--- config.mk ---
export PLATFORM = sky130hd
export DESIGN_NAME = rxeq_select_ctrl
export DESIGN_NICKNAME = d
export VERILOG_FILES = /design/src/rtl/rxeq_pkg.sv /design/src/rtl/rxeq_select_ctrl.sv
export SDC_FILE = /design/constraint.sdc
export NUM_CORES = 1
export LEC_CHECK = 0
export ABC_AREA = 0
export ABC_CLOCK_PERIOD_IN_PS = 3550
export BUFFER_PORTS_ARGS = -buffer_cell sky130_fd_sc_hd__buf_2
export CORE_UTILIZATION = 55
export CTS_CLUSTER_DIAMETER = 60
export DETAILED_ROUTE_END_ITERATION = 7
export GPL_ROUTABILITY_DRIVEN = 0
export PLACE_DENSITY_LB_ADDON = 0.1
export SYNTH_ARGS = -nofsm -noshare
export SYNTH_HDL_FRONTEND = slang
export SYNTH_SLANG_ARGS = --single-unit
export TNS_END_PERCENT = 10
--- constraint.sdc ---
create_clock -name clock -period 3.55 [get_ports clock]
set_input_delay 0.8875 -clock clock [delete_from_list [all_inputs] [get_ports clock]]
set_output_delay 0.8875 -clock clock [all_outputs]
set_load 0.01 [all_outputs]
--- src/rtl/rxeq_pkg.sv ---
/*
 * Constants, types and register map of the receive equalization select block.
 * Assumes a 32-bit register port with word-aligned byte addresses.
 */
package rxeq_pkg;

   // ***************************************************************
   // Register map (byte addresses).
   // ***************************************************************
   localparam logic [7:0] CONN1_EQ_OFS  = 8'h00;
   localparam logic [7:0] CONN2_EQ_OFS  = 8'h04;
   localparam logic [7:0] HOST1_EQ_OFS  = 8'h08;
   localparam logic [7:0] HOST2_EQ_OFS  = 8'h0c;
   localparam logic [7:0] LONG_EQ_OFS   = 8'h10;
   localparam logic [7:0] ADAPT_CTL_OFS = 8'h14;
   localparam logic [7:0] EYE_LIM_OFS   = 8'h18;
   localparam logic [7:0] STATUS_OFS    = 8'h1c;

   // ***************************************************************
   // Field positions of the adaptive control and status registers.
   // ***************************************************************
   localparam int MODE_LSB     = 0;
   localparam int USE_BIT      = 2;
   localparam int SIGN_BIT     = 3;
   localparam int OFFSET_LSB   = 4;
   localparam int UPPER_LSB    = 8;
   localparam int STAT_SER_BIT = 16;
   localparam int STAT_BSY_LSB = 17;

   // ***************************************************************
   // Reset values and encodings.
   // ***************************************************************
   localparam logic [3:0] SWEEP_UPPER_RST = 4'h8;
   localparam logic [7:0] EYE_LIMIT_RST   = 8'h40;
   localparam logic [3:0] EQ_MAX          = 4'hf;
   localparam logic [1:0] LVL_F           = 2'h2;
   localparam logic [1:0] LVL_1           = 2'h3;
   localparam logic [1:0] STRAP_TAKE_CNT  = 2'h2;

   // Equalization modes as written by software.
   typedef enum logic [1:0] {
      RXEQ_FIXED = 2'h0,
      RXEQ_FAST  = 2'h1,
      RXEQ_SWEEP = 2'h2
   } rxeq_mode_t;

   // Adaptation state of one connector-facing lane.
   typedef enum {
      ST_IDLE,
      ST_SWEEP,
      ST_FAST
   } rxeq_state_t;

   // Applied settings of all four receivers.
   typedef struct packed {
      logic [3:0] conn1;
      logic [3:0] conn2;
      logic [3:0] host1;
      logic [3:0] host2;
   } rxeq_settings_t;

   // Eye estimate from one connector-facing receiver.
   typedef struct packed {
      logic       valid;
      logic [7:0] height;
   } rxeq_eye_t;

endpackage

--- src/rtl/rxeq_select_ctrl.sv ---
/*
 * Receive equalization select control for a two-lane redriver: strap capture,
 * configuration registers, fixed, fast adaptive and sweep adaptive selection.
 * Assumes the eye estimator and the insertion detector run on this clock and
 * that the four-level strap pins are already resolved into two-bit level codes.
 */
// Implementation choices: the placing of the registers and the strobed register port.
// How it works
// - Each of the four receivers has its own register setting; in strap mode each side shares one strap index.
// - Connector straps: index is four times high level plus low level.
// - Host straps decode the same way into index 0 to 15.
// - In serial mode four per-receiver fields replace the strap index.
// - Sweep mode steps from index 0 to the upper limit, then adopts the best.
// - Upper limit resets to 8, so nine candidates; software may change it.
// - Offset sign 0 adds the offset magnitude to the sweep result.
// - Offset sign 1 subtracts the offset magnitude from the sweep result.
// - The added result saturates at index 15.
// - Sweep mode works in both modes; in strap mode the disable strap gates it.
// - Fast mode applies the short setting for a short channel, else the long one.
// - Short means eye height at or above the writable limit field.
// - Fast mode is never selected in strap mode.
// - Programmed short and long settings are ignored while the use bit is clear.
// - Straps are sampled once just after reset release and then held.
// - Mode level F selects serial mode, level 1 strap mode; 0 and R reserved.
// - Host receivers are fixed only; adaptation is for connector receivers.
`timescale 1ns/1ps

module rxeq_select_ctrl
#(
   parameter logic [7:0] EYE_LIMIT_DEFAULT = rxeq_pkg::EYE_LIMIT_RST
)
(
   // Clock, reset and clock enable.
   input  wire logic                     clock,
   input  wire logic                     arst_n,
   input  wire logic                     clk_en,
   // Strap pins; the four-level ones as level codes 0, R, F, 1 = 0..3.
   input  wire logic [1:0]               mode_strap,
   input  wire logic [1:0]               conn_eq_strap_high,
   input  wire logic [1:0]               conn_eq_strap_low,
   input  wire logic [1:0]               host_eq_strap_high,
   input  wire logic [1:0]               host_eq_strap_low,
   input  wire logic                     adaptive_disable_strap_n,
   // Analog front end of the connector-facing receivers.
   input  wire logic [1:0]               insert_pulse,
   input  wire rxeq_pkg::rxeq_eye_t      eye_lane1,
   input  wire rxeq_pkg::rxeq_eye_t      eye_lane2,
   // Register port.
   input  wire logic [7:0]               reg_addr,
   input  wire logic [31:0]              reg_wdata,
   input  wire logic                     reg_wr,
   input  wire logic                     reg_rd,
   output      logic [31:0]              reg_rdata,
   // Applied settings and status.
   output      rxeq_pkg::rxeq_settings_t eq_settings,
   output      logic                     serial_mode,
   output      logic [1:0]               adapt_busy
);

   // ***************************************************************
   // Strap synchronisers and one-time capture.
   // ***************************************************************
   logic [10:0] strap_meta_r;
   logic [10:0] strap_sync_r;
   logic [10:0] strap_held_r;
   logic [1:0]  take_cnt_r;
   logic        taken_r;

   // Two flops before anything reads the pins.
   always_ff @(posedge clock or negedge arst_n)
   begin
      if (!arst_n)
      begin
         strap_meta_r <= 11'h000;
         strap_sync_r <= 11'h000;
      end
      else if (clk_en)
      begin
         strap_meta_r <= {adaptive_disable_strap_n, mode_strap, conn_eq_strap_high,
                          conn_eq_strap_low, host_eq_strap_high, host_eq_strap_low};
         strap_sync_r <= strap_meta_r;
      end
   end

   // The pull resistors are cut after sampling, so the pins are taken once only.
   always_ff @(posedge clock or negedge arst_n)
   begin
      if (!arst_n)
      begin
         take_cnt_r   <= 2'h0;
         taken_r      <= 1'b0;
         strap_held_r <= 11'h000;
      end
      else if (clk_en && !taken_r)
      begin
         if (take_cnt_r == rxeq_pkg::STRAP_TAKE_CNT)
         begin
            strap_held_r <= strap_sync_r;
            taken_r      <= 1'b1;
         end
         else
            take_cnt_r <= take_cnt_r + 2'h1;
      end
   end

   logic       adapt_en_strap;
   logic [1:0] mode_lvl;
   logic [3:0] conn_strap_idx;
   logic [3:0] host_strap_idx;
   logic       serial_now;

   // Concatenating the two levels is four times high plus low.
   assign adapt_en_strap = strap_held_r[10];
   assign mode_lvl       = strap_held_r[9:8];
   assign conn_strap_idx = strap_held_r[7:4];
   assign host_strap_idx = strap_held_r[3:0];
   // Reserved mode levels fall back to strap mode.
   assign serial_now     = taken_r && (mode_lvl == rxeq_pkg::LVL_F);

   // ***************************************************************
   // Configuration registers.
   // ***************************************************************
   logic [3:0] conn_rx_lane1_eq_setting_r;
   logic [3:0] conn_rx_lane2_eq_setting_r;
   logic [3:0] host_rx_lane1_eq_setting_r;
   logic [3:0] host_rx_lane2_eq_setting_r;
   logic [7:0] long_channel_eq_setting_r;
   logic [1:0] mode_sel_r;
   logic       programmed_eq_use_r;
   logic       eq_offset_sign_r;
   logic [3:0] eq_offset_magnitude_r;
   logic [3:0] sweep_upper_limit_r;
   logic [7:0] eye_height_limits_r;

   // Software writes land in one cycle; the bus never waits.
   always_ff @(posedge clock or negedge arst_n)
   begin
      if (!arst_n)
      begin
         conn_rx_lane1_eq_setting_r <= 4'h0;
         conn_rx_lane2_eq_setting_r <= 4'h0;
         host_rx_lane1_eq_setting_r <= 4'h0;
         host_rx_lane2_eq_setting_r <= 4'h0;
         long_channel_eq_setting_r  <= 8'h00;
         mode_sel_r                 <= rxeq_pkg::RXEQ_FIXED;
         programmed_eq_use_r        <= 1'b0;
         eq_offset_sign_r           <= 1'b0;
         eq_offset_magnitude_r      <= 4'h0;
         sweep_upper_limit_r        <= rxeq_pkg::SWEEP_UPPER_RST;
         eye_height_limits_r        <= EYE_LIMIT_DEFAULT;
      end
      else if (clk_en && reg_wr)
         case (reg_addr)
            rxeq_pkg::CONN1_EQ_OFS: conn_rx_lane1_eq_setting_r <= reg_wdata[3:0];
            rxeq_pkg::CONN2_EQ_OFS: conn_rx_lane2_eq_setting_r <= reg_wdata[3:0];
            rxeq_pkg::HOST1_EQ_OFS: host_rx_lane1_eq_setting_r <= reg_wdata[3:0];
            rxeq_pkg::HOST2_EQ_OFS: host_rx_lane2_eq_setting_r <= reg_wdata[3:0];
            rxeq_pkg::LONG_EQ_OFS:  long_channel_eq_setting_r  <= reg_wdata[7:0];
            rxeq_pkg::ADAPT_CTL_OFS:
            begin
               mode_sel_r            <= reg_wdata[rxeq_pkg::MODE_LSB +: 2];
               programmed_eq_use_r   <= reg_wdata[rxeq_pkg::USE_BIT];
               eq_offset_sign_r      <= reg_wdata[rxeq_pkg::SIGN_BIT];
               eq_offset_magnitude_r <= reg_wdata[rxeq_pkg::OFFSET_LSB +: 4];
               sweep_upper_limit_r   <= reg_wdata[rxeq_pkg::UPPER_LSB +: 4];
            end
            rxeq_pkg::EYE_LIM_OFS:  eye_height_limits_r <= reg_wdata[7:0];
            default: ;
         endcase
   end

   // ***************************************************************
   // Effective mode of the connector-facing receivers.
   // ***************************************************************
   rxeq_pkg::rxeq_mode_t conn_mode;

   // Strap mode offers only fixed or sweep; fast exists in serial mode alone.
   always_comb
   begin
      if (serial_now)
         case (mode_sel_r)
            rxeq_pkg::RXEQ_FAST:  conn_mode = rxeq_pkg::RXEQ_FAST;
            rxeq_pkg::RXEQ_SWEEP: conn_mode = rxeq_pkg::RXEQ_SWEEP;
            default:              conn_mode = rxeq_pkg::RXEQ_FIXED;
         endcase
      else if (adapt_en_strap)
         conn_mode = rxeq_pkg::RXEQ_SWEEP;
      else
         conn_mode = rxeq_pkg::RXEQ_FIXED;
   end

   // ***************************************************************
   // Per-lane adaptation of the connector-facing receivers.
   // ***************************************************************
   logic [3:0]          lane_set   [2];
   logic [3:0]          lane_fixed [2];
   logic [3:0]          lane_long  [2];
   logic [1:0]          lane_busy;
   rxeq_pkg::rxeq_eye_t lane_eye   [2];

   assign lane_fixed[0] = serial_now ? conn_rx_lane1_eq_setting_r : conn_strap_idx;
   assign lane_fixed[1] = serial_now ? conn_rx_lane2_eq_setting_r : conn_strap_idx;
   assign lane_long[0]  = long_channel_eq_setting_r[3:0];
   assign lane_long[1]  = long_channel_eq_setting_r[7:4];
   assign lane_eye[0]   = eye_lane1;
   assign lane_eye[1]   = eye_lane2;

   generate
      for (genvar gl = 0; gl < 2; gl++)
      begin : g_lane
         rxeq_pkg::rxeq_state_t state_r;
         logic [3:0]            cand_r;
         logic [3:0]            best_idx_r;
         logic [7:0]            best_eye_r;
         logic [3:0]            adopted_r;
         logic [3:0]            short_set;
         logic [3:0]            long_set;
         logic [4:0]            raised;
         logic [3:0]            offset_set;
         logic [3:0]            pick_idx;

         // Without the use bit the programmed pair is ignored for the straps.
         assign short_set = programmed_eq_use_r ? lane_fixed[gl] : conn_strap_idx;
         assign long_set  = programmed_eq_use_r ? lane_long[gl]  : conn_strap_idx;

         // The final candidate may itself be the best, so it is judged here.
         assign pick_idx = (lane_eye[gl].valid && (lane_eye[gl].height > best_eye_r))
                           ? cand_r : best_idx_r;

         // Offset applied to the sweep result, clamped at both ends.
         assign raised = {1'b0, pick_idx} + {1'b0, eq_offset_magnitude_r};
         always_comb
         begin
            if (!eq_offset_sign_r)
               offset_set = raised[4] ? rxeq_pkg::EQ_MAX : raised[3:0];
            else if (pick_idx < eq_offset_magnitude_r)
               offset_set = 4'h0;
            else
               offset_set = pick_idx - eq_offset_magnitude_r;
         end

         // A new insertion starts the adaptation for the selected mode.
         always_ff @(posedge clock or negedge arst_n)
         begin
            if (!arst_n)
            begin
               state_r    <= rxeq_pkg::ST_IDLE;
               cand_r     <= 4'h0;
               best_idx_r <= 4'h0;
               best_eye_r <= 8'h00;
               adopted_r  <= 4'h0;
            end
            else if (clk_en)
               case (state_r)
                  rxeq_pkg::ST_IDLE:
                  begin
                     if (insert_pulse[gl] && conn_mode == rxeq_pkg::RXEQ_SWEEP)
                     begin
                        state_r    <= rxeq_pkg::ST_SWEEP;
                        cand_r     <= 4'h0;
                        best_idx_r <= 4'h0;
                        best_eye_r <= 8'h00;
                     end
                     else if (insert_pulse[gl] && conn_mode == rxeq_pkg::RXEQ_FAST)
                        state_r <= rxeq_pkg::ST_FAST;
                  end
                  rxeq_pkg::ST_SWEEP:
                  begin
                     if (lane_eye[gl].valid)
                     begin
                        best_idx_r <= pick_idx;
                        if (lane_eye[gl].height > best_eye_r)
                           best_eye_r <= lane_eye[gl].height;
                        if (cand_r >= sweep_upper_limit_r)
                        begin
                           adopted_r <= offset_set;
                           state_r   <= rxeq_pkg::ST_IDLE;
                        end
                        else
                           cand_r <= cand_r + 4'h1;
                     end
                  end
                  rxeq_pkg::ST_FAST:
                  begin
                     if (lane_eye[gl].valid)
                     begin
                        // A tall eye means little loss ahead of the receiver.
                        adopted_r <= (lane_eye[gl].height >= eye_height_limits_r)
                                     ? short_set : long_set;
                        state_r   <= rxeq_pkg::ST_IDLE;
                     end
                  end
                  default: state_r <= rxeq_pkg::ST_IDLE;
               endcase
         end

         // Adaptive modes hold the adopted value between insertions.
         always_comb
         begin
            if (state_r == rxeq_pkg::ST_SWEEP)
               lane_set[gl] = cand_r;
            else if (conn_mode == rxeq_pkg::RXEQ_FIXED)
               lane_set[gl] = lane_fixed[gl];
            else
               lane_set[gl] = adopted_r;
         end

         assign lane_busy[gl] = (state_r != rxeq_pkg::ST_IDLE);
      end
   endgenerate

   // ***************************************************************
   // Applied settings, registered onto the outputs.
   // ***************************************************************
   rxeq_pkg::rxeq_settings_t settings_nxt;

   // Host receivers never adapt.
   assign settings_nxt.conn1 = lane_set[0];
   assign settings_nxt.conn2 = lane_set[1];
   assign settings_nxt.host1 = serial_now ? host_rx_lane1_eq_setting_r : host_strap_idx;
   assign settings_nxt.host2 = serial_now ? host_rx_lane2_eq_setting_r : host_strap_idx;

   always_ff @(posedge clock or negedge arst_n)
   begin
      if (!arst_n)
      begin
         eq_settings <= '0;
         serial_mode <= 1'b0;
         adapt_busy  <= 2'h0;
      end
      else if (clk_en)
      begin
         eq_settings <= settings_nxt;
         serial_mode <= serial_now;
         adapt_busy  <= lane_busy;
      end
   end

   // ***************************************************************
   // Register read port.
   // ***************************************************************
   logic [31:0] rdata_nxt;

   // Unmapped addresses read as zero.
   always_comb
   begin
      rdata_nxt = 32'h0000_0000;
      case (reg_addr)
         rxeq_pkg::CONN1_EQ_OFS:  rdata_nxt[3:0] = conn_rx_lane1_eq_setting_r;
         rxeq_pkg::CONN2_EQ_OFS:  rdata_nxt[3:0] = conn_rx_lane2_eq_setting_r;
         rxeq_pkg::HOST1_EQ_OFS:  rdata_nxt[3:0] = host_rx_lane1_eq_setting_r;
         rxeq_pkg::HOST2_EQ_OFS:  rdata_nxt[3:0] = host_rx_lane2_eq_setting_r;
         rxeq_pkg::LONG_EQ_OFS:   rdata_nxt[7:0] = long_channel_eq_setting_r;
         rxeq_pkg::ADAPT_CTL_OFS:
         begin
            rdata_nxt[rxeq_pkg::MODE_LSB +: 2]   = mode_sel_r;
            rdata_nxt[rxeq_pkg::USE_BIT]         = programmed_eq_use_r;
            rdata_nxt[rxeq_pkg::SIGN_BIT]        = eq_offset_sign_r;
            rdata_nxt[rxeq_pkg::OFFSET_LSB +: 4] = eq_offset_magnitude_r;
            rdata_nxt[rxeq_pkg::UPPER_LSB +: 4]  = sweep_upper_limit_r;
         end
         rxeq_pkg::EYE_LIM_OFS:   rdata_nxt[7:0] = eye_height_limits_r;
         rxeq_pkg::STATUS_OFS:
         begin
            rdata_nxt[15:0]                      = settings_nxt;
            rdata_nxt[rxeq_pkg::STAT_SER_BIT]    = serial_now;
            rdata_nxt[rxeq_pkg::STAT_BSY_LSB +: 2] = lane_busy;
         end
         default: rdata_nxt = 32'h0000_0000;
      endcase
   end

   // Read data stand for exactly the cycle after the strobe.
   always_ff @(posedge clock or negedge arst_n)
   begin
      if (!arst_n)
         reg_rdata <= 32'h0000_0000;
      else if (clk_en)
         reg_rdata <= reg_rd ? rdata_nxt : 32'h0000_0000;
   end

endmodule // rxeq_select_ctrl

# Word-level counts from Yosys, hierarchy flattened
# Index checks and enable logic that the tools add are counted.
[totals] register_bits=235 latch_bits=0 ramBits=0 romBits=0 inputBits=76 output_inout_bits=51 elab_cells=191 n_memories=0
[classes] n_addsub=7 mul=0 div=0 magnitude_cmp=8 n_eq_ne=33 n_shift=0 mux=70 bitwise=1 n_reduce_logical=39
[ops] op="2-to-1 mux 32 bit" count=10
[ops] op="one-hot mux 32 bit (3 select lines)" count=2
[ops] op="2-to-1 mux 4 bit" count=36
[ops] op="equality test 32 x 2 -> 1 bit (second input constant)" count=4
[ops] op="equality test 32 x 1 -> 1 bit (second input constant)" count=2
[ops] op="zero test 32 bit" count=2
[ops] op="nonzero test 32 bit" count=2
[ops] op="one-hot mux 4 bit (2 select lines)" count=7
[ops] op="2-to-1 mux 8 bit" count=6
[ops] op="AND reduction 5 bit" count=8
[ops] op="equality test 8 x 5 -> 1 bit (second input constant)" count=4
[ops] op="one-hot mux 4 bit (8 select lines)" count=1
[ops] op="one-hot mux 8 bit (2 select lines)" count=2
[ops] op="!= test 2 bit (second input constant)" count=12
[ops] op="2-to-1 mux 19 bit" count=1
[ops] op="AND reduction 2 bit" count=9
[ops] op="equality test 8 x 4 -> 1 bit (second input constant)" count=2
[ops] op=">= comparator 8 bit" count=2
[ops] op="greater-than comparator 8 bit" count=2
[ops] op="one-hot mux 4 bit (4 select lines)" count=1
[ops] op="adder 4 x 4 -> 5 bit" count=2
[ops] op="logical AND 1 bit" count=9
[ops] op="adder 4 x 1 -> 4 bit (second input constant)" count=2
[ops] op="equality test 2 bit (second input constant)" count=4
[ops] op="16 further kinds" count=26

# Depth between registers and ports, before layout
# Gate-level depths: netlist (run 1).
[depth] depth_word=9 mapped_depth=17 mapped_depth_nobuf=17

# Worst setup path before layout (run 1)
# No wires, ideal clock.
[synth_path] kind="input-to-reg" from="input eye_lane1[5] (netlist bit)" to="register g_lane[0].adopted_r[2]" setup_ps=138 arrival_ps=3598 path_slack_ps=-186 path_stages=16 path_buffers=0 path_cell_list="ha_1 a21o_1 a21oi_1 nor2b_1 o311a_1 mux2_2 inv_1 ha_1 inv_1 fa_1 a21o_1 a21o_1 a31oi_1 o221ai_1 nor2_1 a211oi_1"
[synth_via] elab_chain_cells=9 elab_cells_between_ends=15 classes_between="2 x add/sub; 3 x order compare; 9 x mux; 1 x reduce/logical"
[synth_lines] item="start: declaration" line_no="rxeq_select_ctrl.sv:46" source="input wire rxeq_pkg::rxeq_eye_t eye_lane1,"
[synth_lines] item="greater-than comparator 8 bit" line_no="rxeq_select_ctrl.sv:227" source="assign pick_idx = (lane_eye[gl].valid && (lane_eye[gl].height > best_eye_r))"
[synth_lines] item="logical AND 1 bit" line_no="rxeq_select_ctrl.sv:227"
[synth_lines] item="2-to-1 mux 4 bit" line_no="rxeq_select_ctrl.sv:228" source="? cand_r : best_idx_r;"
[synth_lines] item="adder 4 x 4 -> 5 bit, or another cell as far along" line_no="rxeq_select_ctrl.sv:231" source="assign raised = {1'b0, pick_idx} + {1'b0, eq_offset_magnitude_r};"
[synth_lines] item="2-to-1 mux 4 bit (on tied branches)" line_no="rxeq_select_ctrl.sv:235, rxeq_select_ctrl.sv:236"
[synth_lines] item="2-to-1 mux 4 bit" line_no="rxeq_select_ctrl.sv:234" source="if (!eq_offset_sign_r)"
[synth_lines] item="2-to-1 mux 4 bit" line_no="rxeq_select_ctrl.sv:274" source="if (cand_r >= sweep_upper_limit_r)"
[synth_lines] item="2-to-1 mux 4 bit" line_no="rxeq_select_ctrl.sv:269" source="if (lane_eye[gl].valid)"
[synth_lines] item="one-hot mux 4 bit (2 select lines) (*)" line_no="rxeq_select_ctrl.sv:254" source="case (state_r)"
[synth_lines] item="end signal: assignment" line_no="rxeq_select_ctrl.sv:276" source="adopted_r <= offset_set;"
[synth_lines] item="end signal: assignment" line_no="rxeq_select_ctrl.sv:288" source="adopted_r <= (lane_eye[gl].height >= eye_height_limits_r)"
[synth_lines] item="end: declaration" line_no="rxeq_select_ctrl.sv:215" source="logic [3:0] adopted_r;"
# Mark *: on every way between the ends. The rest lies on a longest branch, timed or not. The select of a mux whose other input is x is not followed.
# A chain may end at the register's enable or synchronous reset.

# Worst setup path in the final report (run 1)
# Ends and elaborated chain as after synthesis.

==> qor.csv, run 1 <==
stage,metric,value,unit
synth,synth_compound_area_share,14.6,%
synth,synth_seq_cells,162,
setup_path,required,3870,ps
setup_path,worstPathCellList,"buf_2, ha_1, a21o_1, a21oi_1, nor2b_1, o311a_4, mux2_4, inv_4, ha_4, inv_2, fa_2, a21o_1, a21o_1, a31oi_1, o221ai_1, nor2_1, a211oi_1",
job,cap_viol_max_count,0,
route,drt_pass1_iterations,5,
timing,timing.final.crit_share,98.4,%
layout,fin_nets,1126,
layout,drive_above_1_share,32.3,%
clock_network,htree_levels,4,
worst_hold_path,hold_class,in -> async,
power,p_per_area,587,nW/um^2
clock_network,clockBufferDepth,2,
setup_path,cp_max_fo,4,
synth,yosysWarnings,0,
synth,ys.flop_type,dfrtp_1,
placement,post_dp_cell_area,10200,um^2
route,drt_iter0_markers,405,
power,power_frac_seq,39.1,%
setup_path,cp-end-kind,register,
synth,synth_top_family_by_area,multiplexers,
route,drt-vias-per-instance,5.91,
power,pwr-share-comb,33.1,%
timing,setup_violations,0,
layout,layout_commonest_cell,dfrtp_1,
timing,relSlewSlack,54.0,%
clock_network,clkSlewWorstSetupHoldPaths,70,ps
setup_path,crit_family,compound AO/OA/AOI/OAI gates,
floorplan,pin_count,127,
synth,synth-simple-area-share,12.3,%
global_route,overflow,0,
timing,grt_setup_unrepaired,yes,
power,switching_share,36.8,%
power,vdd_ir_drop_max,0.504,mV
synth,yosys.area_share.adder,8.86,%
route,antenna_left,0,
clock_network,cts_tree,built,
timing,skew,9.49,ps
floorplan,coreArea,16500,um^2
setup_path,r2r_slack,160,ps
layout,fin_area,10900,um^2
floorplan,dieHeight,132,um
floorplan,start_util,56.1,%
setup_path,cpMaxStageDelayCell,o311a_4,
timing,fmax,0.286,GHz
setup_path,start_kind,input pin,
layout,fillers,1305,
setup_path,rr_worst_depth,17,
synth,synthXorXnorAreaFrac,0.759,%
clock_network,cts_hold_buf,0,
synth,synthArstFlopShare,100,%
timing,worstMarginPinSlew,683,ps
route,post-route-drc-count,0,
synth,ys_types,76,
synth,synth_seq_area_share,43.9,%
placement,io_buffers,93,
power,p_leak,5.21,nW
synth,synth_edf_count,0,
timing,hold_violations,0,
layout,syn_to_final_growth,17.6,%
route,wl_per_cell,19.7,um
floorplan,dieArea,17300,um^2
setup_path,critPathArrivalTime,3810,ps
layout,n_antenna_cell,0,
global_route,grt_start_max_net_pins,76,
setup_path,cp_slowest_stage_delay,400,ps
setup_path,criticalPathCategory,in -> reg,
synth,syn_area,9230,um^2
global_route,grt_pass1_wl,39100,um
setup_path,worstReg2RegEnd,g_lane[0].adopted_r[2],
global_route,grtUsageTotal,29.3,%
synth,avgSynthCellArea,10.7,um^2
power,p_int,0.00403,W
timing,fin_setup_tns,0,ps
clock_network,cts-root-buf,clkbuf_16,
power,clockPowerShare,27.8,%
route,wirelength,24100,um
synth,synth_cells,860,
route,vias,7214,
timing,slew_viol_final,0,
clock_network,clock_latency,430,ps
clock_network,clock_sinks,162,
timing,finalHoldWorstSlack,467,ps
power,switchingPower,0.00235,W
global_route,first_global_vias,7379,
timing,finalCriticalPeriod,3490,ps
placement,dp_hpwl,18100,um
synth,synthMuxAreaShare,14.9,%
floorplan,dieWidth,132,um
run_status,status,"finished, final reports clean",
clock_network,cts-buffers-inserted,17,
floorplan,row_count,47,
layout,layout_common_cells,"160 x dfrtp_1, 97 x mux2_2, 92 x buf_2, 68 x nand2_1, 52 x ha_1",
global_route,antenna_found_initial,0,
setup_path,crit_path_frequent_cell,a21o_1,
setup_path,cp_num_buf_inv,3,
setup_path,reg2reg_from,g_lane[0].best_eye_r[1],
-- Yosys cell counts, drive strengths merged, types with 2 or more instances --
library cell | count | area share, %
a222oi | 2 | 0.22
dfrtp | 160 | 43
a211oi | 12 | 0.98
nor3 | 10 | 0.60
a21boi | 2 | 0.16
mux2i | 22 | 2.4
a31oi | 10 | 0.68
xnor2 | 4 | 0.38
o2bb2ai | 12 | 1.1
a221o | 2 | 0.22
o21a | 2 | 0.16
mux2 | 100 | 12
nand4 | 10 | 0.68
fa | 4 | 0.87
and3 | 3 | 0.20
o22ai | 4 | 0.27
nand3b | 2 | 0.16
nor4 | 6 | 0.96
a311oi | 3 | 0.47
ha | 59 | 8.0
nor2 | 51 | 2.2
or2 | 8 | 0.54
o211ai | 4 | 0.33
o31ai | 2 | 0.22
a2111oi | 2 | 0.46
nor3b | 2 | 0.28
nand2b | 10 | 0.68
inv | 47 | 1.9
xor2 | 4 | 0.38
buf | 28 | 1.9
o21ai | 41 | 2.3
nand2 | 69 | 2.8
a21oi | 44 | 2.4
a221oi | 7 | 0.66
nand4b | 3 | 0.35
nor2b | 15 | 1.0
dfstp | 2 | 0.57
clkbuf | 19 | 0.77
a22o | 16 | 1.5
a21o | 12 | 0.98
nand3 | 16 | 0.98
a22oi | 9 | 0.73
or3 | 4 | 0.27
and2 | 4 | 0.27
-- layer usage --
layer	wire length, um	share of wire [%]	global-route usage (%)	up-vias
met4	896	3.7	13.2	0
li1	-	-	-	3346
met5	0	0	0	-
met1	10300	43	36.8	3586
met2	11700	49	48.6	231
met3	1200	5.0	6.33	51
-- flip-flops by register name, summed over array words and instances, names as in the netlist, 8 cells and up --
register / count
eq_settings: 16
strap_held_r: 11
strap_meta_r: 11
eye_height_limits_r: 8
long_channel_eq_setting_r: 8
g_lane.best_eye_r: 16
g_lane.best_idx_r: 8
g_lane.adopted_r: 8
reg_rdata: 19
g_lane.cand_r: 8
strap_sync_r: 11
-- cell families after synthesis --
group                      after synthesis
and+or+nand+nor                        216
AOI/OAI and AO/OA                      193
DFF                                    162
muxes                                  123
buffers and inverters                   94
adders and majority gates               63
xor gates and xnor gates                 8
other                                    1
-- cell type report --
class | instances | area (um^2) | share of cell area [%]
Inverter | 47 | 179 | 1.65
Clock buffer | 17 | 425 | 3.92
Sequential cell | 162 | 4060 | 37.4
Timing Repair Buffer | 143 | 860 | 7.91
Multi-Input combinational cell | 616 | 4920 | 45.3
Clock inverter | 15 | 140 | 1.29
Tap cell | 220 | 275 | 2.53
-- worst max-delay path by stage --
| stage | start | end | slack (ps) | depth (start not counted) |
|---|---|---|---|---|
| global route | eye_lane1[1] | g_lane[0].adopted_r[2] | -60 | 17 |
| CTS | eye_lane2[2] | g_lane[1].adopted_r[3] | 20 | 15 |
| floorplan | eye_lane1[5] | g_lane[0].adopted_r[2] | -60 | 16 |
| detailed placement | eye_lane2[2] | g_lane[1].adopted_r[3] | -520 | 15 |
| global placement | eye_lane1[1] | g_lane[0].adopted_r[2] | -400 | 17 |
| finish | eye_lane1[5] | g_lane[0].adopted_r[2] | 60 | 17 |
-- repair_timing --
item	4_1_cts	5_1_grt
endpoints found under the setup margin	4	7
setup buffers	0	2
pin swaps	0	13
gates resized for setup	3	13
-- power groups by stage --
stage,sequential (W),combinational [W],clock (W)
CTS,0.00249,0.00206,0.00180
global route,0.00254,0.00229,0.00188
global placement,0.00250,0.00196,0
finish,0.00249,0.00211,0.00178
floorplan,0.00247,0.00133,0
detailed placement,0.00252,0.00204,0
-- through the flow --
step	util [%]	setup WS [ps]	power (W)	std cells
after floorplan	-	-62.1	0.00381	872
after global placement	61.9	-402	0.00446	1186
after detailed placement	61.9	-517	0.00456	1186
after CTS	65.4	20.0	0.00636	1218
after global routing	66.0	-63.6	0.00671	1220
final	66.0	55.1	0.00638	1220
(Power assumes the default switching activity.)
==> run 2: changes to the inputs <==
Settings changed: ABC_CLOCK_PERIOD_IN_PS 3550 to default, CORE_ASPECT_RATIO from default to 1.75.
==> run 2 against run 1 <==
  * Non-clock buffer count grew 2
  * Power is essentially flat
  * First-iteration DRC count shrank 3.7%
  * Clock skew grew 0.72 ps
  * Routed wire length grew 5.4%
  * Sequential power is essentially flat
  * Die area grew 0.12%
  * Critical path depth grew 1
==> qor.csv, run 2 (synthesized netlist as in run 1, its figures left out) <==
stage,metric,value,unit,change
run_status,status,"finished, final reports clean",,unchanged
clock_network,htree_levels,4,,unchanged
clock_network,cts_tree,built,,unchanged
layout,regArea,4060,um^2,unchanged
placement,io_buffers,93,,unchanged
power,p_leak,5.20,nW,was 5.21 nW
timing,skew,10.2,ps,was 9.49 ps
floorplan,dieArea,17300,um^2,about the same
floorplan,row_count,62,,was 47
clock_network,clock_latency,430,ps,about the same
route,drt-vias-per-instance,5.95,,was 5.91
layout,reg_top3,"reg_rdata x19, eq_settings x16, g_lane.best_eye_r x16",,unchanged
floorplan,dieHeight,173,um,was 132 um
setup_path,crit_path_frequent_cell,a21o_1,,unchanged
placement,dp_hpwl,19700,um,was 18100 um
setup_path,criticalPathCategory,in -> reg,,unchanged
power,finalPower,0.00638,W,about the same
clock_network,cts_hold_buf,0,,unchanged
layout,fin_util,66.0,%,about the same
clock_network,clockBufferDepth,2,,unchanged
setup_path,cp-end-kind,register,,unchanged
timing,finalHoldWorstSlack,462,ps,was 467 ps
worst_hold_path,hold_class,in -> async,,unchanged
setup_path,start_kind,input pin,,unchanged
placement,post-place-ws,-439,ps,was -517 ps
route,wirelength,25400,um,was 24100 um
setup_path,required,3850,ps,was 3870 ps
setup_path,cp_slowest_stage_delay,380,ps,was 400 ps
route,antenna_left,0,,unchanged
floorplan,start_util,56.1,%,about the same
layout,layout_common_cells,"160 x dfrtp_1, 97 x mux2_2, 92 x buf_2, 68 x nand2_1, 52 x ha_1",,unchanged
timing,setup_ws,79.2,ps,was 55.1 ps
power,vdd_ir_drop_max,0.409,mV,was 0.504 mV
floorplan,pin_count,127,,unchanged
clock_network,cts-root-buf,clkbuf_16,,unchanged
timing,timing.final.crit_share,97.8,%,was 98.4%
global_route,first_global_vias,7554,,was 7379
clock_network,clkSlewWorstSetupHoldPaths,70,ps,about the same
timing,fmax,0.288,GHz,was 0.286 GHz
global_route,grt_start_max_net_pins,71,,was 76
global_route,overflow,0,,unchanged
route,drt_iter0_markers,390,,was 405
route,vias,7299,,was 7214
timing,grt_setup_unrepaired,yes,,unchanged
floorplan,coreArea,16400,um^2,was 16500 um^2
layout,fin_nets,1128,,was 1126
clock_network,cts-buffers-inserted,17,,unchanged
job,cap_viol_max_count,0,,unchanged
clock_network,clock_sinks,162,,unchanged
timing,relSlewSlack,38.3,%,was 54.0%
layout,syn_to_final_growth,17.6,%,unchanged
layout,regMostFlops,reg_rdata,,unchanged
setup_path,r2r_slack,230,ps,was 160 ps
route,wl_per_cell,20.7,um,was 19.7 um
timing,worstMarginPinSlew,915,ps,was 683 ps
floorplan,dieWidth,99.9,um,was 132 um
global_route,grtUsageTotal,30.8,%,was 29.3%
global_route,grt_pass1_wl,40100,um,was 39100 um
route,drt_pass1_iterations,6,,was 5
timing,hold_violations,0,,unchanged
setup_path,worstPathCellList,"buf_2, ha_4, a21o_1, a21oi_2, nor2b_1, o311a_4, mux2_4, inv_2, ha_4, inv_2, fa_2, a21o_1, a21o_1, buf_4, nand2_1, a21oi_1, nor3_1, a311oi_1",,"was buf_2, ha_1, a21o_1, a21oi_1, nor2b_1, o311a_4, mux2_4, inv_4, ha_4, inv_2, fa_2, a21o_1, a21o_1, a31oi_1, o221ai_1, nor2_1, a211oi_1"
layout,largest_reg_flops,19,,unchanged
layout,fillers,1319,,was 1305
global_route,antenna_found_initial,1,,was 0
power,p_per_area,587,nW/um^2,about the same
timing,slew_viol_final,0,,unchanged
layout,layout_commonest_cell,dfrtp_1,,unchanged
layout,multi_input_area,4930,um^2,was 4920 um^2
route,post-route-drc-count,0,,unchanged
setup_path,cpMaxStageDelayCell,o311a_4,,unchanged
layout,drive_above_1_share,32.3,%,about the same
timing,setup_violations,0,,unchanged
setup_path,critPathArrivalTime,3770,ps,was 3810 ps
setup_path,cp_max_fo,4,,unchanged
timing,finalCriticalPeriod,3470,ps,was 3490 ps
==> run 2: cell types whose count changed in the layout (fill, tap and decap cells not counted), moves of 2 or more <==
cell      change
inv_8         -6
a21oi_1       -3
a21oi_2       +3
buf_4         +2
clkbuf_1      +2
inv_2         +2
inv_6         +2
==> run 2: through the flow <==
step / TNS (ps) / area, um^2 / cells
2_1_floorplan: -158 / 9320 / 872
3_3_place_gp: -2430 / 10200 / 1189
3_5_place_dp: -3000 / 10200 / 1189
4_1_cts: 0 / 10700 / 1221
5_1_grt: -127 / 10900 / 1227
6_report: 0 / 10900 / 1227
==> run 2: cell type report <==
| cell class | count | share of cell area [%] |
|---|---|---|
| Tap cell | 224 | 2.58 |
| Timing Repair Buffer | 145 | 8.05 |
| Multi-Input combinational cell | 616 | 45.4 |
| Clock buffer | 20 | 4.11 |
| Inverter | 47 | 1.62 |
| Clock inverter | 12 | 0.899 |
| Sequential cell | 162 | 37.4 |
| Antenna cell | 1 | 0.0230 |
==> run 2: worst max-delay path, delay by kind of cell <==
family / cells / cell delay [ps]
fa+ha+maj: 3 / 680
mux: 1 / 340
simple gates: 3 / 320
compound gates: 7 / 1160
buf+inv: 4 / 380
==> run 2: repair_timing <==
| item | in CTS | in global routing |
|---|---|---|
| resized for setup | 0 | 16 |
| setup endpoints to repair | 0 | 8 |
| buffers inserted | 0 | 5 |
==> run 2: power breakdown <==
group          leakage (nW)  internal [W]  switching, W
combinational          2.85      0.000910       0.00125
sequential             2.08       0.00221      0.000301
clock                 0.264      0.000928      0.000785
==> run 2: worst paths after layout <==
path                                         start                       to  cells past startpoint
max                                   eye_lane1[5]   g_lane[0].adopted_r[0]                     18
min                                         arst_n  g_lane[0].best_eye_r[2]                      1
max reg2reg                g_lane[0].best_eye_r[1]   g_lane[0].adopted_r[0]                     18
min reg2reg                          take_cnt_r[0]            take_cnt_r[0]                      1
max in group asynchronous                   arst_n          strap_held_r[0]                      2
min in group clock                   take_cnt_r[0]            take_cnt_r[0]                      1
==> run 2: routing by layer <==
layer / global-route usage, % / vias up / wire (um)
met2: 54.1 / 256 / 13500
met1: 33.3 / 3606 / 9000
met4: 22.1 / 0 / 1920
met3: 4.35 / 89 / 965
met5: 0 / - / 0
li1: - / 3348 / -
==> run 3: changes to the inputs <==
Settings changed: CORE_ASPECT_RATIO 1.75 to 0.8, PLACE_DENSITY from default to 0.77, PLACE_DENSITY_LB_ADDON 0.1 to default.
==> run 3 against run 2 <==
  * Register-to-register slack got worse by 100 ps
  * Worst hold slack better by 11 ps
  * Routed wire length fell by 6.2%
  * Core utilization up 1.4 points
  * Global-route usage fell by 2.0 points
  * Setup slack got worse by 39 ps
  * Critical path type unchanged
  * Combinational power decreased by 4%
  * First-iteration DRC count grew 63%
  * Non-clock buffer count is 4 lower
  * Sequential power about the same
  * Fmax fell by 1.1%
  * Critical path depth fell by 4
==> qor.csv, run 3 (synthesized netlist as in run 1, its figures left out) <==
stage,metric,value,unit,change
global_route,first_global_vias,7272,,was 7554
route,wl_per_cell,19.6,um,was 20.7 um
setup_path,criticalPathCategory,in -> reg,,unchanged
setup_path,worstPathCellList,"buf_2, ha_4, nor2b_1, o211ai_1, a21oi_2, o311a_4, buf_4, mux2_2, ha_1, o21bai_1, mux2_2, a21oi_1, a311oi_1, a211oi_1",,"was buf_2, ha_4, a21o_1, a21oi_2, nor2b_1, o311a_4, mux2_4, inv_2, ha_4, inv_2, fa_2, a21o_1, a21o_1, buf_4, nand2_1, a21oi_1, nor3_1, a311oi_1"
worst_hold_path,hold_class,in -> async,,unchanged
timing,worstMarginPinSlew,730,ps,was 915 ps
layout,reg_top3,"reg_rdata x19, eq_settings x16, g_lane.best_eye_r x16",,unchanged
placement,post_dp_cell_area,10200,um^2,about the same
layout,drive_above_1_share,32.3,%,about the same
setup_path,cp_num_buf_inv,2,,was 4
global_route,grtUsageTotal,28.8,%,was 30.8%
layout,regMostFlops,reg_rdata,,unchanged
placement,io_buffers,93,,unchanged
global_route,antenna_found_initial,1,,unchanged
setup_path,cp-end-kind,register,,unchanged
setup_path,start_kind,input pin,,unchanged
clock_network,cts_hold_buf,0,,unchanged
timing,finalCriticalPeriod,3510,ps,was 3470 ps
setup_path,rr_worst_depth,14,,was 18
layout,layout_common_cells,"160 x dfrtp_1, 97 x mux2_2, 92 x buf_2, 68 x nand2_1, 54 x ha_1",,"was 160 x dfrtp_1, 97 x mux2_2, 92 x buf_2, 68 x nand2_1, 52 x ha_1"
route,wirelength,23800,um,was 25400 um
timing,slew_viol_final,0,,unchanged
timing,finalHoldWorstSlack,473,ps,was 462 ps
clock_network,clkSlewWorstSetupHoldPaths,70,ps,about the same
clock_network,cts-buffers-inserted,17,,unchanged
job,cap_viol_max_count,0,,unchanged
timing,fmax,0.285,GHz,was 0.288 GHz
timing,setup_violations,0,,unchanged
power,vdd_ir_drop_max,0.306,mV,was 0.409 mV
run_status,status,"finished, final reports clean",,unchanged
clock_network,htree_levels,4,,unchanged
route,post-route-drc-count,0,,unchanged
floorplan,coreArea,16100,um^2,was 16400 um^2
clock_network,post_cts_buffers,0,,unchanged
setup_path,cpMaxStageDelayCell,o311a_4,,unchanged
timing,grt_setup_unrepaired,yes,,unchanged
layout,largest_reg_flops,19,,unchanged
layout,fin_area,10900,um^2,about the same
setup_path,crit_family,compound AO/OA/AOI/OAI gates,,unchanged
timing,fin_setup_tns,0,ps,unchanged
global_route,overflow,0,,unchanged
floorplan,start_util,57.3,%,was 56.1%
placement,dp_hpwl,17600,um,was 19700 um
timing,relSlewSlack,51.2,%,was 38.3%
setup_path,cp_max_fo,5,,was 4
timing,skew,9.11,ps,was 10.2 ps
floorplan,pin_count,127,,unchanged
floorplan,dieHeight,118,um,was 173 um
route,vias,7284,,was 7299
setup_path,critical_path_depth,14,,was 18
route,antenna_left,0,,unchanged
power,p_per_area,594,nW/um^2,was 587 nW/um^2
setup_path,cp_slowest_stage_delay,400,ps,was 380 ps
setup_path,crit_path_frequent_cell,mux2_2,,was a21o_1
floorplan,dieWidth,147,um,was 99.9 um
clock_network,clock_sinks,162,,unchanged
layout,syn_to_final_growth,17.7,%,was 17.6%
layout,layout_commonest_cell,dfrtp_1,,unchanged
global_route,grt_pass1_wl,38400,um,was 40100 um
route,drt_pass1_iterations,7,,was 6
clock_network,cts_tree,built,,unchanged
setup_path,cp-startpoint,eye_lane1[1],,was eye_lane1[5]
route,drt-vias-per-instance,6.00,,was 5.95
route,drt_iter0_markers,637,,was 390
setup_path,critPathArrivalTime,3850,ps,was 3770 ps
layout,fillers,1222,,was 1319
floorplan,dieArea,17300,um^2,about the same
floorplan,row_count,41,,was 62
setup_path,reg2reg_from,g_lane[0].best_eye_r[1],,unchanged
setup_path,required,3890,ps,was 3850 ps
layout,fin_nets,1124,,was 1128
timing,timing.final.crit_share,98.9,%,was 97.8%
clock_network,clock_latency,430,ps,about the same
global_route,grt_start_max_net_pins,72,,was 71
clock_network,clockBufferDepth,2,,unchanged
timing,hold_violations,0,,unchanged
power,p_leak,5.20,nW,about the same
clock_network,cts-root-buf,clkbuf_16,,unchanged
## run 3: cell count changes in the layout (fill, tap and decap cells not counted), sizes merged
cell	previous run	this run
bufinv	0	2
clkinvlp	2	3
inv	53	51
clkbuf	20	19
buf	145	141
## run 3: final cells by class
cell class              instances  area, um^2  area share [%]
diodes                          1        2.50          0.0230
repair buffers                141         857            7.88
multi-input cells             616        4910            45.1
inverters                      47         176            1.62
clock inverters                13         149            1.37
well taps                     215         269            2.47
clock buffers                  19         453            4.17
flip-flops and latches        162        4060            37.3
## run 3: where the power goes
| part | switching (W) | internal (W) |
|---|---|---|
| Clock | 0.000787 | 0.00108 |
| Sequential | 0.000301 | 0.00221 |
| Combinational | 0.00119 | 0.000888 |
| Total | 0.00228 | 0.00418 |
## run 3: worst paths after layout
check / endpoint / slack, ps
max reg2reg: g_lane[0].adopted_r[3] / 130
max in group asynchronous: strap_held_r[7] / 2330
min in group clock: reg_rdata[14] / 490
min reg2reg: reg_rdata[14] / 490
max: g_lane[0].adopted_r[3] / 40
min: strap_sync_r[1] / 470
## run 3: timing repair
| item | CTS | global route |
|---|---|---|
| gates resized for setup | 0 | 15 |
| endpoints found under the hold margin | 0 | 0 |
| endpoints found under the setup margin | 0 | 8 |
## run 3: stage by stage
step	cells	utilization, %	power, W	worst slack, ps
2_1_floorplan	872	-	0.00381	-62.1
3_3_place_gp	1181	63.3	0.00446	-392
3_5_place_dp	1181	63.3	0.00453	-443
4_1_cts	1213	67.0	0.00641	1.79
5_1_grt	1214	67.5	0.00680	-46.6
6_report	1214	67.5	0.00645	40.0
## run 3: routing by layer
metal | GRT usage, % | part of all wire (%)
met5 | 0 | 0
met4 | 10.5 | 2.6
met3 | 5.93 | 7.8
met2 | 43.2 | 45
met1 | 41.0 | 45
